===== src/dtr_pkg.sv =====
/*
 * Shared definitions of the DAC load and indicator pin block: register indices,
 * field positions, reset values, timing counts and the bus, pair-setting and indicator-state types.
 * Assumes a 100 MHz system clock and a 32-bit Avalon-MM slave port with byte addresses.
 */
package dtr_pkg;

	// ----------------------------------------------------------------------
	// Sizes
	// ----------------------------------------------------------------------
	localparam int ADDR_W = 8;
	localparam int DATA_W = 32;
	localparam int DAC_W = 12;
	localparam int NUM_DAC = 4;
	localparam int NUM_GPIO = 4;
	localparam int IRQ_W = 3;

	// ----------------------------------------------------------------------
	// Register indices; the byte address is four times the index.
	// ----------------------------------------------------------------------
	localparam logic [5:0] IDX_CTRL = 6'h00;
	localparam logic [5:0] IDX_STAGE0 = 6'h01;
	localparam logic [5:0] IDX_ACTIVE0 = 6'h05;
	localparam logic [5:0] IDX_GPIO_DRIVE = 6'h09;
	localparam logic [5:0] IDX_GPIO_LEVEL = 6'h0a;
	localparam logic [5:0] IDX_IRQ_STATUS = 6'h0b;
	localparam logic [5:0] IDX_IRQ_MASK = 6'h0c;
	localparam logic [5:0] IDX_ADC_PIN_CONFIG = 6'h11;

	// ----------------------------------------------------------------------
	// Field positions and reset values
	// ----------------------------------------------------------------------
	localparam int CTRL_CLOSED_LOOP_BIT = 0;
	localparam int CTRL_RANGE12_LSB = 4;
	localparam int CTRL_CLAMP12_BIT = 6;
	localparam int CTRL_RANGE34_LSB = 8;
	localparam int CTRL_CLAMP34_BIT = 10;
	localparam logic [10:0] CTRL_MASK = 11'h771;
	localparam logic [10:0] CTRL_RESET = 11'h000;
	localparam int CFG_IND_ENABLE_BIT = 0;
	localparam int CFG_IND_SELECT_BIT = 1;
	localparam logic [7:0] ADC_PIN_CONFIG_RESET = 8'h00;
	localparam int IRQ_LOAD_BIT = 0;
	localparam int IRQ_CONV_BIT = 1;
	localparam int IRQ_GPIO_BIT = 2;

	// ----------------------------------------------------------------------
	// Timing
	// ----------------------------------------------------------------------
	localparam int CLK_MHZ = 100;
	localparam int PULSE_TIME_US = 20;
	localparam int PULSE_CYCLES = PULSE_TIME_US * CLK_MHZ;
	localparam int PULSE_CNT_W = 11;

	// ----------------------------------------------------------------------
	// Types
	// ----------------------------------------------------------------------
	typedef struct packed {
		logic read;
		logic write;
		logic [ADDR_W-1:0] address;
		logic [3:0] byteenable;
		logic [DATA_W-1:0] writedata;
	} dtr_avs_req_type;

	typedef struct packed {
		logic [1:0] range;
		logic clamp;
	} dtr_pair_setting_type;

	typedef enum logic {IND_IDLE, IND_PULSE} dtr_ind_state_type;

endpackage : dtr_pkg


===== src/dtr_pins.sv =====
/*
 * DAC load strobe, conversion indicator pin, open-drain general I/O pins and
 * shared pair settings, with an Avalon-MM register slave and a level interrupt.
 * Assumes the ADC logic on clk_sys supplies a one-cycle end-of-sequence pulse
 * and a ready level, and that the pins carry external pull-ups.
 */
// The Avalon-MM register port was left to the implementer.
// Summary of operation
// RL1: While the load strobe is low, copy every staging code into its active register.
// RL2: Outputs follow only active registers; staging writes alone never move an output.
// RL3: Strobe acts only in open-loop mode; closed-loop operation ignores it.
// RL4: Indicator pin stays high impedance after reset until its enable bit is set.
// RL5: Conversion-done mode drives a 20 us low pulse at each finished sequence.
// RL6: Setting the select bit turns the indicator into the ADC-ready level.
// RL7: In ADC-ready mode the pin is high while the ADC is ready, else low.
// RL8: Outputs 1 and 2 share one range and clamp; outputs 3 and 4 another.
// RL9: Each general pin is open drain: pulled low or released, level readable.
// RL10: The load strobe passes a two-flop synchroniser before use.
module dtr_pins (
	input wire logic clk_sys,
	input wire logic arst_n,
	input dtr_pkg::dtr_avs_req_type avsRequest,
	output logic [dtr_pkg::DATA_W-1:0] avsReaddata,
	output logic avsWaitrequest,
	output logic irq,
	input wire logic dacLoadStrobeN,
	input wire logic convSequenceDone,
	input wire logic adcReady,
	output logic [dtr_pkg::NUM_DAC-1:0][dtr_pkg::DAC_W-1:0] bipolarOut,
	output dtr_pkg::dtr_pair_setting_type pairSetting12,
	output dtr_pkg::dtr_pair_setting_type pairSetting34,
	output logic conversionIndicatorOut,
	output logic conversionIndicatorOe,
	input wire logic [dtr_pkg::NUM_GPIO-1:0] generalIoIn,
	output logic [dtr_pkg::NUM_GPIO-1:0] generalIoOut,
	output logic [dtr_pkg::NUM_GPIO-1:0] generalIoOe
);

	// ----------------------------------------------------------------------
	// Pin synchronisers
	// ----------------------------------------------------------------------
	logic [dtr_pkg::NUM_GPIO:0] syncMeta;
	logic [dtr_pkg::NUM_GPIO:0] syncStable;
	logic [dtr_pkg::NUM_GPIO:0] syncLast;
	logic strobeLowSync;
	logic strobeFell;
	logic [dtr_pkg::NUM_GPIO-1:0] gpioLevel;
	logic gpioChanged;

	// Bit 0 carries the strobe and bits 4:1 the general pins; all reset to their idle high.
	// The strobe and the general pins come from outside; the first stage feeds only the second.
	always_ff @(posedge clk_sys or negedge arst_n) begin
		if (!arst_n) begin
			syncMeta <= '1;
			syncStable <= '1;
			syncLast <= '1;
		end else begin
			syncMeta <= {generalIoIn, dacLoadStrobeN}; // [RL10]
			syncStable <= syncMeta; // [RL10]
			syncLast <= syncStable;
		end
	end

	// Synchronised levels and their edges.
	assign strobeLowSync = !syncStable[0];
	assign strobeFell = syncLast[0] && !syncStable[0];
	assign gpioLevel = syncStable[dtr_pkg::NUM_GPIO:1]; // [RL9]
	assign gpioChanged = (syncStable[dtr_pkg::NUM_GPIO:1] != syncLast[dtr_pkg::NUM_GPIO:1]);

	// ----------------------------------------------------------------------
	// Bus handshake
	// ----------------------------------------------------------------------
	logic busAck;
	logic next_busAck;
	logic [5:0] regIndex;
	logic accessWrite;
	logic [dtr_pkg::DATA_W-1:0] next_avsReaddata;

	// The request is accepted one edge after it appears; waitrequest falls for that one cycle.
	always_comb begin
		next_busAck = (avsRequest.read || avsRequest.write) && !busAck;
	end

	// Registers are word aligned; the two low address bits are ignored.
	assign regIndex = avsRequest.address[7:2];
	assign accessWrite = avsRequest.write && busAck;

	// Waitrequest is registered, so every access costs exactly one wait state.
	always_ff @(posedge clk_sys or negedge arst_n) begin
		if (!arst_n) begin
			busAck <= 1'b0;
			avsWaitrequest <= 1'b1;
			avsReaddata <= '0;
		end else begin
			busAck <= next_busAck;
			avsWaitrequest <= !next_busAck;
			avsReaddata <= next_avsReaddata;
		end
	end

	// Merges the enabled byte lanes of a write into the old word.
	function automatic logic [31:0] mergeLanes(
		input logic [31:0] oldWord,
		input logic [31:0] newWord,
		input logic [3:0] laneEnable
	);
		logic [31:0] result;
		result = oldWord;
		for (int lane = 0; lane < 4; lane++) begin
			if (laneEnable[lane]) begin
				result[lane*8 +: 8] = newWord[lane*8 +: 8];
			end
		end
		return result;
	endfunction : mergeLanes

	// ----------------------------------------------------------------------
	// Registers and the DAC transfer
	// ----------------------------------------------------------------------
	logic [10:0] ctrlReg;
	logic [10:0] next_ctrlReg;
	logic [7:0] adcPinConfig;
	logic [7:0] next_adcPinConfig;
	logic [dtr_pkg::NUM_DAC-1:0][dtr_pkg::DAC_W-1:0] stageCode;
	logic [dtr_pkg::NUM_DAC-1:0][dtr_pkg::DAC_W-1:0] next_stageCode;
	logic [dtr_pkg::NUM_DAC-1:0][dtr_pkg::DAC_W-1:0] next_bipolarOut;
	logic [dtr_pkg::NUM_GPIO-1:0] gpioPullLow;
	logic [dtr_pkg::NUM_GPIO-1:0] next_gpioPullLow;
	logic [dtr_pkg::IRQ_W-1:0] irqStatus;
	logic [dtr_pkg::IRQ_W-1:0] next_irqStatus;
	logic [dtr_pkg::IRQ_W-1:0] irqMask;
	logic [dtr_pkg::IRQ_W-1:0] next_irqMask;
	logic [dtr_pkg::IRQ_W-1:0] irqEvents;
	logic openLoop;
	logic transferActive;
	logic [31:0] mergedWord;

	// The strobe moves the active codes only in open-loop operation.
	assign openLoop = !ctrlReg[dtr_pkg::CTRL_CLOSED_LOOP_BIT];
	assign transferActive = strobeLowSync && openLoop; // [RL3]

	// Writes, the strobe transfer and sticky interrupt flags; a set beats a clear.
	always_comb begin
		next_ctrlReg = ctrlReg;
		next_adcPinConfig = adcPinConfig;
		next_stageCode = stageCode;
		next_bipolarOut = bipolarOut;
		next_gpioPullLow = gpioPullLow;
		next_irqMask = irqMask;
		next_irqStatus = irqStatus;
		mergedWord = '0;
		if (accessWrite) begin
			unique case (regIndex)
				dtr_pkg::IDX_CTRL: begin
					mergedWord = mergeLanes({21'h000000, ctrlReg}, avsRequest.writedata,
						avsRequest.byteenable);
					next_ctrlReg = mergedWord[10:0] & dtr_pkg::CTRL_MASK;
				end
				dtr_pkg::IDX_GPIO_DRIVE: begin
					mergedWord = mergeLanes({28'h0000000, gpioPullLow}, avsRequest.writedata,
						avsRequest.byteenable);
					next_gpioPullLow = mergedWord[dtr_pkg::NUM_GPIO-1:0];
				end
				dtr_pkg::IDX_IRQ_STATUS: begin
					mergedWord = mergeLanes(32'h00000000, avsRequest.writedata,
						avsRequest.byteenable);
					next_irqStatus = irqStatus & ~mergedWord[dtr_pkg::IRQ_W-1:0];
				end
				dtr_pkg::IDX_IRQ_MASK: begin
					mergedWord = mergeLanes({29'h00000000, irqMask}, avsRequest.writedata,
						avsRequest.byteenable);
					next_irqMask = mergedWord[dtr_pkg::IRQ_W-1:0];
				end
				dtr_pkg::IDX_ADC_PIN_CONFIG: begin
					mergedWord = mergeLanes({24'h000000, adcPinConfig}, avsRequest.writedata,
						avsRequest.byteenable);
					next_adcPinConfig = mergedWord[7:0]; // [RL4] [RL6]
				end
				default: begin
					for (int i = 0; i < dtr_pkg::NUM_DAC; i++) begin
						if (regIndex == dtr_pkg::IDX_STAGE0 + 6'(i)) begin
							mergedWord = mergeLanes({20'h00000, stageCode[i]},
								avsRequest.writedata, avsRequest.byteenable);
							next_stageCode[i] = mergedWord[dtr_pkg::DAC_W-1:0]; // [RL2]
						end
					end
				end
			endcase
		end
		// Level-sensitive: the copy repeats every cycle while the strobe stays low.
		if (transferActive) begin
			for (int i = 0; i < dtr_pkg::NUM_DAC; i++) begin
				next_bipolarOut[i] = stageCode[i]; // [RL1] [RL2]
			end
		end
		next_irqStatus = next_irqStatus | irqEvents;
	end

	// Register state; the control and pin-config reset values come from the package, the rest reset to zero.
	always_ff @(posedge clk_sys or negedge arst_n) begin
		if (!arst_n) begin
			ctrlReg <= dtr_pkg::CTRL_RESET;
			adcPinConfig <= dtr_pkg::ADC_PIN_CONFIG_RESET;
			stageCode <= '0;
			bipolarOut <= '0;
			gpioPullLow <= '0;
			irqStatus <= '0;
			irqMask <= '0;
		end else begin
			ctrlReg <= next_ctrlReg;
			adcPinConfig <= next_adcPinConfig;
			stageCode <= next_stageCode;
			bipolarOut <= next_bipolarOut;
			gpioPullLow <= next_gpioPullLow;
			irqStatus <= next_irqStatus;
			irqMask <= next_irqMask;
		end
	end

	// ----------------------------------------------------------------------
	// Read data
	// ----------------------------------------------------------------------
	// Read data is captured on the edge that lowers waitrequest; unmapped words read zero.
	always_comb begin
		next_avsReaddata = avsReaddata;
		if (next_busAck && avsRequest.read) begin
			next_avsReaddata = '0;
			unique case (regIndex)
				dtr_pkg::IDX_CTRL: next_avsReaddata[10:0] = ctrlReg;
				dtr_pkg::IDX_GPIO_DRIVE: next_avsReaddata[dtr_pkg::NUM_GPIO-1:0] = gpioPullLow;
				dtr_pkg::IDX_GPIO_LEVEL: next_avsReaddata[dtr_pkg::NUM_GPIO-1:0] = gpioLevel;
				dtr_pkg::IDX_IRQ_STATUS: next_avsReaddata[dtr_pkg::IRQ_W-1:0] = irqStatus;
				dtr_pkg::IDX_IRQ_MASK: next_avsReaddata[dtr_pkg::IRQ_W-1:0] = irqMask;
				dtr_pkg::IDX_ADC_PIN_CONFIG: next_avsReaddata[7:0] = adcPinConfig;
				default: begin
					for (int i = 0; i < dtr_pkg::NUM_DAC; i++) begin
						if (regIndex == dtr_pkg::IDX_STAGE0 + 6'(i)) begin
							next_avsReaddata[dtr_pkg::DAC_W-1:0] = stageCode[i];
						end
						if (regIndex == dtr_pkg::IDX_ACTIVE0 + 6'(i)) begin
							next_avsReaddata[dtr_pkg::DAC_W-1:0] = bipolarOut[i];
						end
					end
				end
			endcase
		end
	end

	// ----------------------------------------------------------------------
	// Conversion indicator pulse
	// ----------------------------------------------------------------------
	// Eleven counter bits cover the 2000 cycles of one pulse at 100 MHz.
	dtr_pkg::dtr_ind_state_type indState;
	dtr_pkg::dtr_ind_state_type next_indState;
	logic [dtr_pkg::PULSE_CNT_W-1:0] pulseCount;
	logic [dtr_pkg::PULSE_CNT_W-1:0] next_pulseCount;

	// A sequence ending mid-pulse restarts the full width so no end is swallowed.
	always_comb begin
		next_indState = indState;
		next_pulseCount = pulseCount;
		unique case (indState)
			dtr_pkg::IND_IDLE: begin
				if (convSequenceDone) begin
					next_indState = dtr_pkg::IND_PULSE;
					next_pulseCount = dtr_pkg::PULSE_CNT_W'(dtr_pkg::PULSE_CYCLES - 1); // [RL5]
				end
			end
			dtr_pkg::IND_PULSE: begin
				if (convSequenceDone) begin
					next_pulseCount = dtr_pkg::PULSE_CNT_W'(dtr_pkg::PULSE_CYCLES - 1); // [RL5]
				end else if (pulseCount == '0) begin
					next_indState = dtr_pkg::IND_IDLE;
				end else begin
					next_pulseCount = pulseCount - 1'b1;
				end
			end
		endcase
	end

	// Pulse state and its down-counter.
	always_ff @(posedge clk_sys or negedge arst_n) begin
		if (!arst_n) begin
			indState <= dtr_pkg::IND_IDLE;
			pulseCount <= '0;
		end else begin
			indState <= next_indState;
			pulseCount <= next_pulseCount;
		end
	end

	// ----------------------------------------------------------------------
	// Pin drivers, pair settings and interrupt
	// ----------------------------------------------------------------------
	logic next_indOut;
	logic next_indOe;
	logic next_irq;
	dtr_pkg::dtr_pair_setting_type next_pair12;
	dtr_pkg::dtr_pair_setting_type next_pair34;

	// Events by their status positions; a strobe seen in closed loop raises nothing.
	always_comb begin
		irqEvents = '0;
		irqEvents[dtr_pkg::IRQ_LOAD_BIT] = strobeFell && openLoop; // [RL3]
		irqEvents[dtr_pkg::IRQ_CONV_BIT] = convSequenceDone;
		irqEvents[dtr_pkg::IRQ_GPIO_BIT] = gpioChanged;
	end

	// Indicator source, shared pair settings and the masked interrupt level.
	always_comb begin
		next_indOe = adcPinConfig[dtr_pkg::CFG_IND_ENABLE_BIT]; // [RL4]
		if (adcPinConfig[dtr_pkg::CFG_IND_SELECT_BIT]) begin
			next_indOut = adcReady; // [RL6] [RL7]
		end else begin
			next_indOut = (next_indState != dtr_pkg::IND_PULSE); // [RL5]
		end
		next_pair12.range = ctrlReg[dtr_pkg::CTRL_RANGE12_LSB +: 2]; // [RL8]
		next_pair12.clamp = ctrlReg[dtr_pkg::CTRL_CLAMP12_BIT]; // [RL8]
		next_pair34.range = ctrlReg[dtr_pkg::CTRL_RANGE34_LSB +: 2]; // [RL8]
		next_pair34.clamp = ctrlReg[dtr_pkg::CTRL_CLAMP34_BIT]; // [RL8]
		next_irq = |(next_irqStatus & irqMask);
	end

	// General pins are open drain: their data line is held low and only the enable moves.
	always_ff @(posedge clk_sys or negedge arst_n) begin
		if (!arst_n) begin
			conversionIndicatorOut <= 1'b1;
			conversionIndicatorOe <= 1'b0;
			pairSetting12 <= '0;
			pairSetting34 <= '0;
			irq <= 1'b0;
			generalIoOut <= '0;
			generalIoOe <= '0;
		end else begin
			conversionIndicatorOut <= next_indOut;
			conversionIndicatorOe <= next_indOe;
			pairSetting12 <= next_pair12;
			pairSetting34 <= next_pair34;
			irq <= next_irq;
			generalIoOut <= '0; // [RL9]
			generalIoOe <= next_gpioPullLow; // [RL9]
		end
	end

endmodule : dtr_pins


===== config.mk =====
export PLATFORM = sky130hd
export DESIGN_NAME = dtr_pins
export DESIGN_NICKNAME = d
export VERILOG_FILES = /design/src/dtr_pkg.sv /design/src/dtr_pins.sv
export SDC_FILE = /design/constraint.sdc
export NUM_CORES = 1
export LEC_CHECK = 0
export BUFFER_PORTS_ARGS = -buffer_cell sky130_fd_sc_hd__buf_2
export CAP_MARGIN = 20
export CORE_UTILIZATION = 55
export CTS_CLUSTER_DIAMETER = 60
export CTS_CLUSTER_SIZE = 25
export DETAILED_ROUTE_END_ITERATION = 12
export GPL_TIMING_DRIVEN = 0
export PLACE_DENSITY = 0.78
export SLEW_MARGIN = 20
export SYNTH_ARGS = -nofsm -noshare
export SYNTH_HDL_FRONTEND = slang
export SYNTH_SLANG_ARGS = --single-unit

===== constraint.sdc =====
create_clock -name clk_sys -period 2.55 [get_ports clk_sys]
set_input_delay 0.1275 -clock clk_sys [delete_from_list [all_inputs] [get_ports clk_sys]]
set_output_delay 0.1275 -clock clk_sys [all_outputs]
set_load 0.01 [all_outputs]

==> impl_results.md <==
* Status: complete, no violations
* Filler Cells Inserted at ~1000
* RD Place Congestion at around 0.92
* Logic pwr share at 0.098
* CTS Buf Count at 17
* Layout Nets at a little over 800
* DRC at 0
* I/O Buffers at 104
* Leak Pwr at between 4 and 5 nW
* CTS clk-pin slew, worst paths at approximately 70 ps
* Synth Cell Area at 7764 sq um
* Data arrival time of the worst path at about 2700 ps
* Cell taking the most area after synthesis: dfrtp_1
* CTS H-tree lvls at 4
* Deepest clock path buffer count at 2
* MaxCap Viol Count at 0
* Final setup margin at between 150 and 200 ps
* Placed inst area at 8633 sq um
* Switching Fraction at 0.2416
* DR vias at between 5000 and 6000
* Initial DRC Count at between 500 and 600
* Worst-Skew Late Latency at roughly 440 ps
* Pint at ~0.005 W
* Die ar. at approximately 15000 sq um
* Share of layout cells above drive strength 1 at 0.4115
* N_diodes at 0
* HPWL after DPL at around 14000 um
* Slew headroom at 0.2910
* Worst Path Required at ~2900 ps
* Fin crit period at approximately 2400 ps
* Worst setup SP type: flip-flop
* PwrDens at between 600 and 700 nW/um^2
* CTS tree: done
* Psw at around 0.0016 W
* Number of global-route vias before repair at ~5700
* Worst-Margin Slew at roughly 1000 ps
* Post-synth EDFFs at 0
* Critical Path End Type: flip-flop
* Final ANT Viol Nets at 0
* Vias/cell at just over 6
* Non-Filler Cell Area, Final at between 9000 and 10000 sq um
* Yosys warns at 0
* Synth unique cells at 71
* Boundary Pins at about 150
* First-pass GRT wire length at approximately 31000 um
* Seq pwr share at 0.461
* Clock share of power at 0.440
* RSZ-0062 raised after global routing: false
* Num rows at 43
* Clock Skew at about 10 ps
* Core Footprint at roughly 14000 sq um
* Finished Layout Cells at just under 1000
* Worst Hold Class: primary input to flip-flop
* Synth Flop Type: dfrtp_1
* Crit path kind: flip-flop to flip-flop
* Max FO, Critical Path at 6
* Cells after synthesis at approximately 610
* Cell total after placement at 922
* Slew Viols, Final at 0
* Fin crit share at 0.9331
* GRT Resource Usage Total at 0.2893
* Clk sink count at about 170
* Setup TNS at 0 ps
* WL final at roughly 20000 um
* Area Overhead vs Synth at 21.10%
* Hold WS at between 15 and 20 ps
* Async S/R FF share, synth at 1.000
* # setup viols final at 0
* Antenna violations before repair at 0
* Total gr overflow at 0
* Root Driver: clkbuf_16
* 1st-pass router iterations at 7
* Setup Buffers After CTS at 0
* Die H at 120.8 um
* Max Clock Freq at roughly 0.42 GHz
* Largest net degree at the start of global routing at 103
* DR WL/cell at around 21 um
* Most frequent cell after synthesis: dfrtp_1
* Commonest cells post-synth: 154 x dfrtp_1, 117 x mux2_2, 34 x nor2_1
* Flops & latches, synth at roughly 170
* Worst vdd ir at roughly 520 uV
* Die Width at 120.8 um
* Starting Density at 0.5615
* Seq/Total Area, Yosys at 0.5539
* Synth Area per Inst at approximately 13 sq um
* Hold Vio Cnt, Final at 0
* Worst Setup Slack post-DPL at -47.48 ps
* Area contributors post-synth: dfrtp_1 50%, mux2_2 17%, dfstp_2 5.8%, buf_4 2.4%, a22oi_1 1.8%
* Synth top area share at 0.4964
final cells by class:
class / instances / area [sq um] / area share
clock inverters: 14 / 217.7 / 0.02316
plain buffers: 51 / 300.3 / 0.03194
multi-input cells: 411 / 3236 / 0.3442
repair buffers: 116 / 668.1 / 0.07107
clock buffers: 18 / 439.2 / 0.04671
well taps: 180 / 225.2 / 0.02396
flip-flops and latches: 171 / 4300 / 0.4574
inverters: 4 / 15.01 / 0.001597
power by group through the flow:
stage	registers, W	logic [W]	clock network, W
finish	0.00299	0.000638	0.00286
global route	0.00300	0.000697	0.00298
CTS	0.00299	0.000636	0.00287
detailed placement	0.00303	0.000617	0
global placement	0.00302	0.000594	0
floorplan	0.00304	0.000316	0
per-layer routing:
metal,track usage,part of all wire,up-vias
met5,0,0,-
met4,0.1119,0.024,0
met3,0.06557,0.075,44
met2,0.4741,0.49,278
met1,0.3751,0.41,2937
li1,-,-,2569
worst paths after layout:
kind	start	end	slack [ps]	cells past startpoint
min reg2reg	syncMeta[4]	syncStable[4]	350	0
max reg2reg	pulseCount[0]	pulseCount[2]	170	6
min in group asynchronous	arst_n	pulseCount[8]	230	2
min	avsRequest[8]	stageCode[44]	20	2
max	pulseCount[0]	pulseCount[2]	170	6
max in group asynchronous	arst_n	avsWaitrequest	1460	3
logic make-up after synthesis:
kind of cell,after synthesis,share of synthesized area
buffers and inverters,55,0.04045
and+or+nand+nor,139,0.09992
AOI/OAI and AO/OA,113,0.1130
xor gates and xnor gates,12,0.01354
adders and majority gates,2,0.003223
muxes,121,0.1755
DFF,171,0.5539
other,1,0.0004830
registers in the layout (all words and copies together) (netlist names), 3 cells and up:
signal,flops
adcPinConfig,8
syncMeta,5
irqStatus,3
pulseCount,11
pairSetting34,3
pairSetting12,3
bipolarOut,48
syncLast,5
ctrlReg,7
stageCode,48
avsReaddata,12
irqMask,3
generalIoOe,4
syncStable,5
through the flow:
stage                     utilization  power, W
after detailed placement       0.6244  0.003651
final                          0.6799  0.006482
after global routing           0.6799  0.006681
after floorplan                     -  0.003353
after global placement         0.6217  0.003618
after CTS                      0.6798  0.006488
worst max-delay path, stage by stage, from the launching register on:
cell and delay [ps]:
dfrtp_1 400, inv_1 130, ha_1 180, or4b_2 650, o41ai_4 430, nor3b_1 110, or3_1 360
placed cells by master (no fill, tap or decap), types with 6 or more instances in the layout:
| master | count |
|---|---|
| dfrtp_1 | 154 |
| mux2_2 | 117 |
| buf_2 | 113 |
| nor2_1 | 34 |
| buf_4 | 25 |
| conb_1 | 24 |
| nand2_1 | 21 |
| a22oi_1 | 19 |
| dfstp_2 | 17 |
| clkbuf_16 | 17 |
| and3_1 | 12 |
| a21oi_1 | 12 |
| clkbuf_1 | 11 |
| nand2b_1 | 11 |
| nand3_1 | 11 |
| dlygate4sd3_1 | 11 |
| nor3_1 | 10 |
| a21o_1 | 9 |
| o21ai_0 | 8 |
| xor2_1 | 7 |
| nand4_1 | 6 |
| a221o_1 | 6 |
| a32oi_1 | 6 |
| o22ai_1 | 6 |
| o211ai_1 | 6 |
repair_timing:
| action | CTS | global route |
|---|---|---|
| setup endpoints to repair | 0 | 10 |
| gates resized for setup | 0 | 2 |
| hold buffers | 11 | 0 |
| endpoints found under the hold margin | 68 | 0 |
No activity file was read; power rests on OpenSTA's default activity.
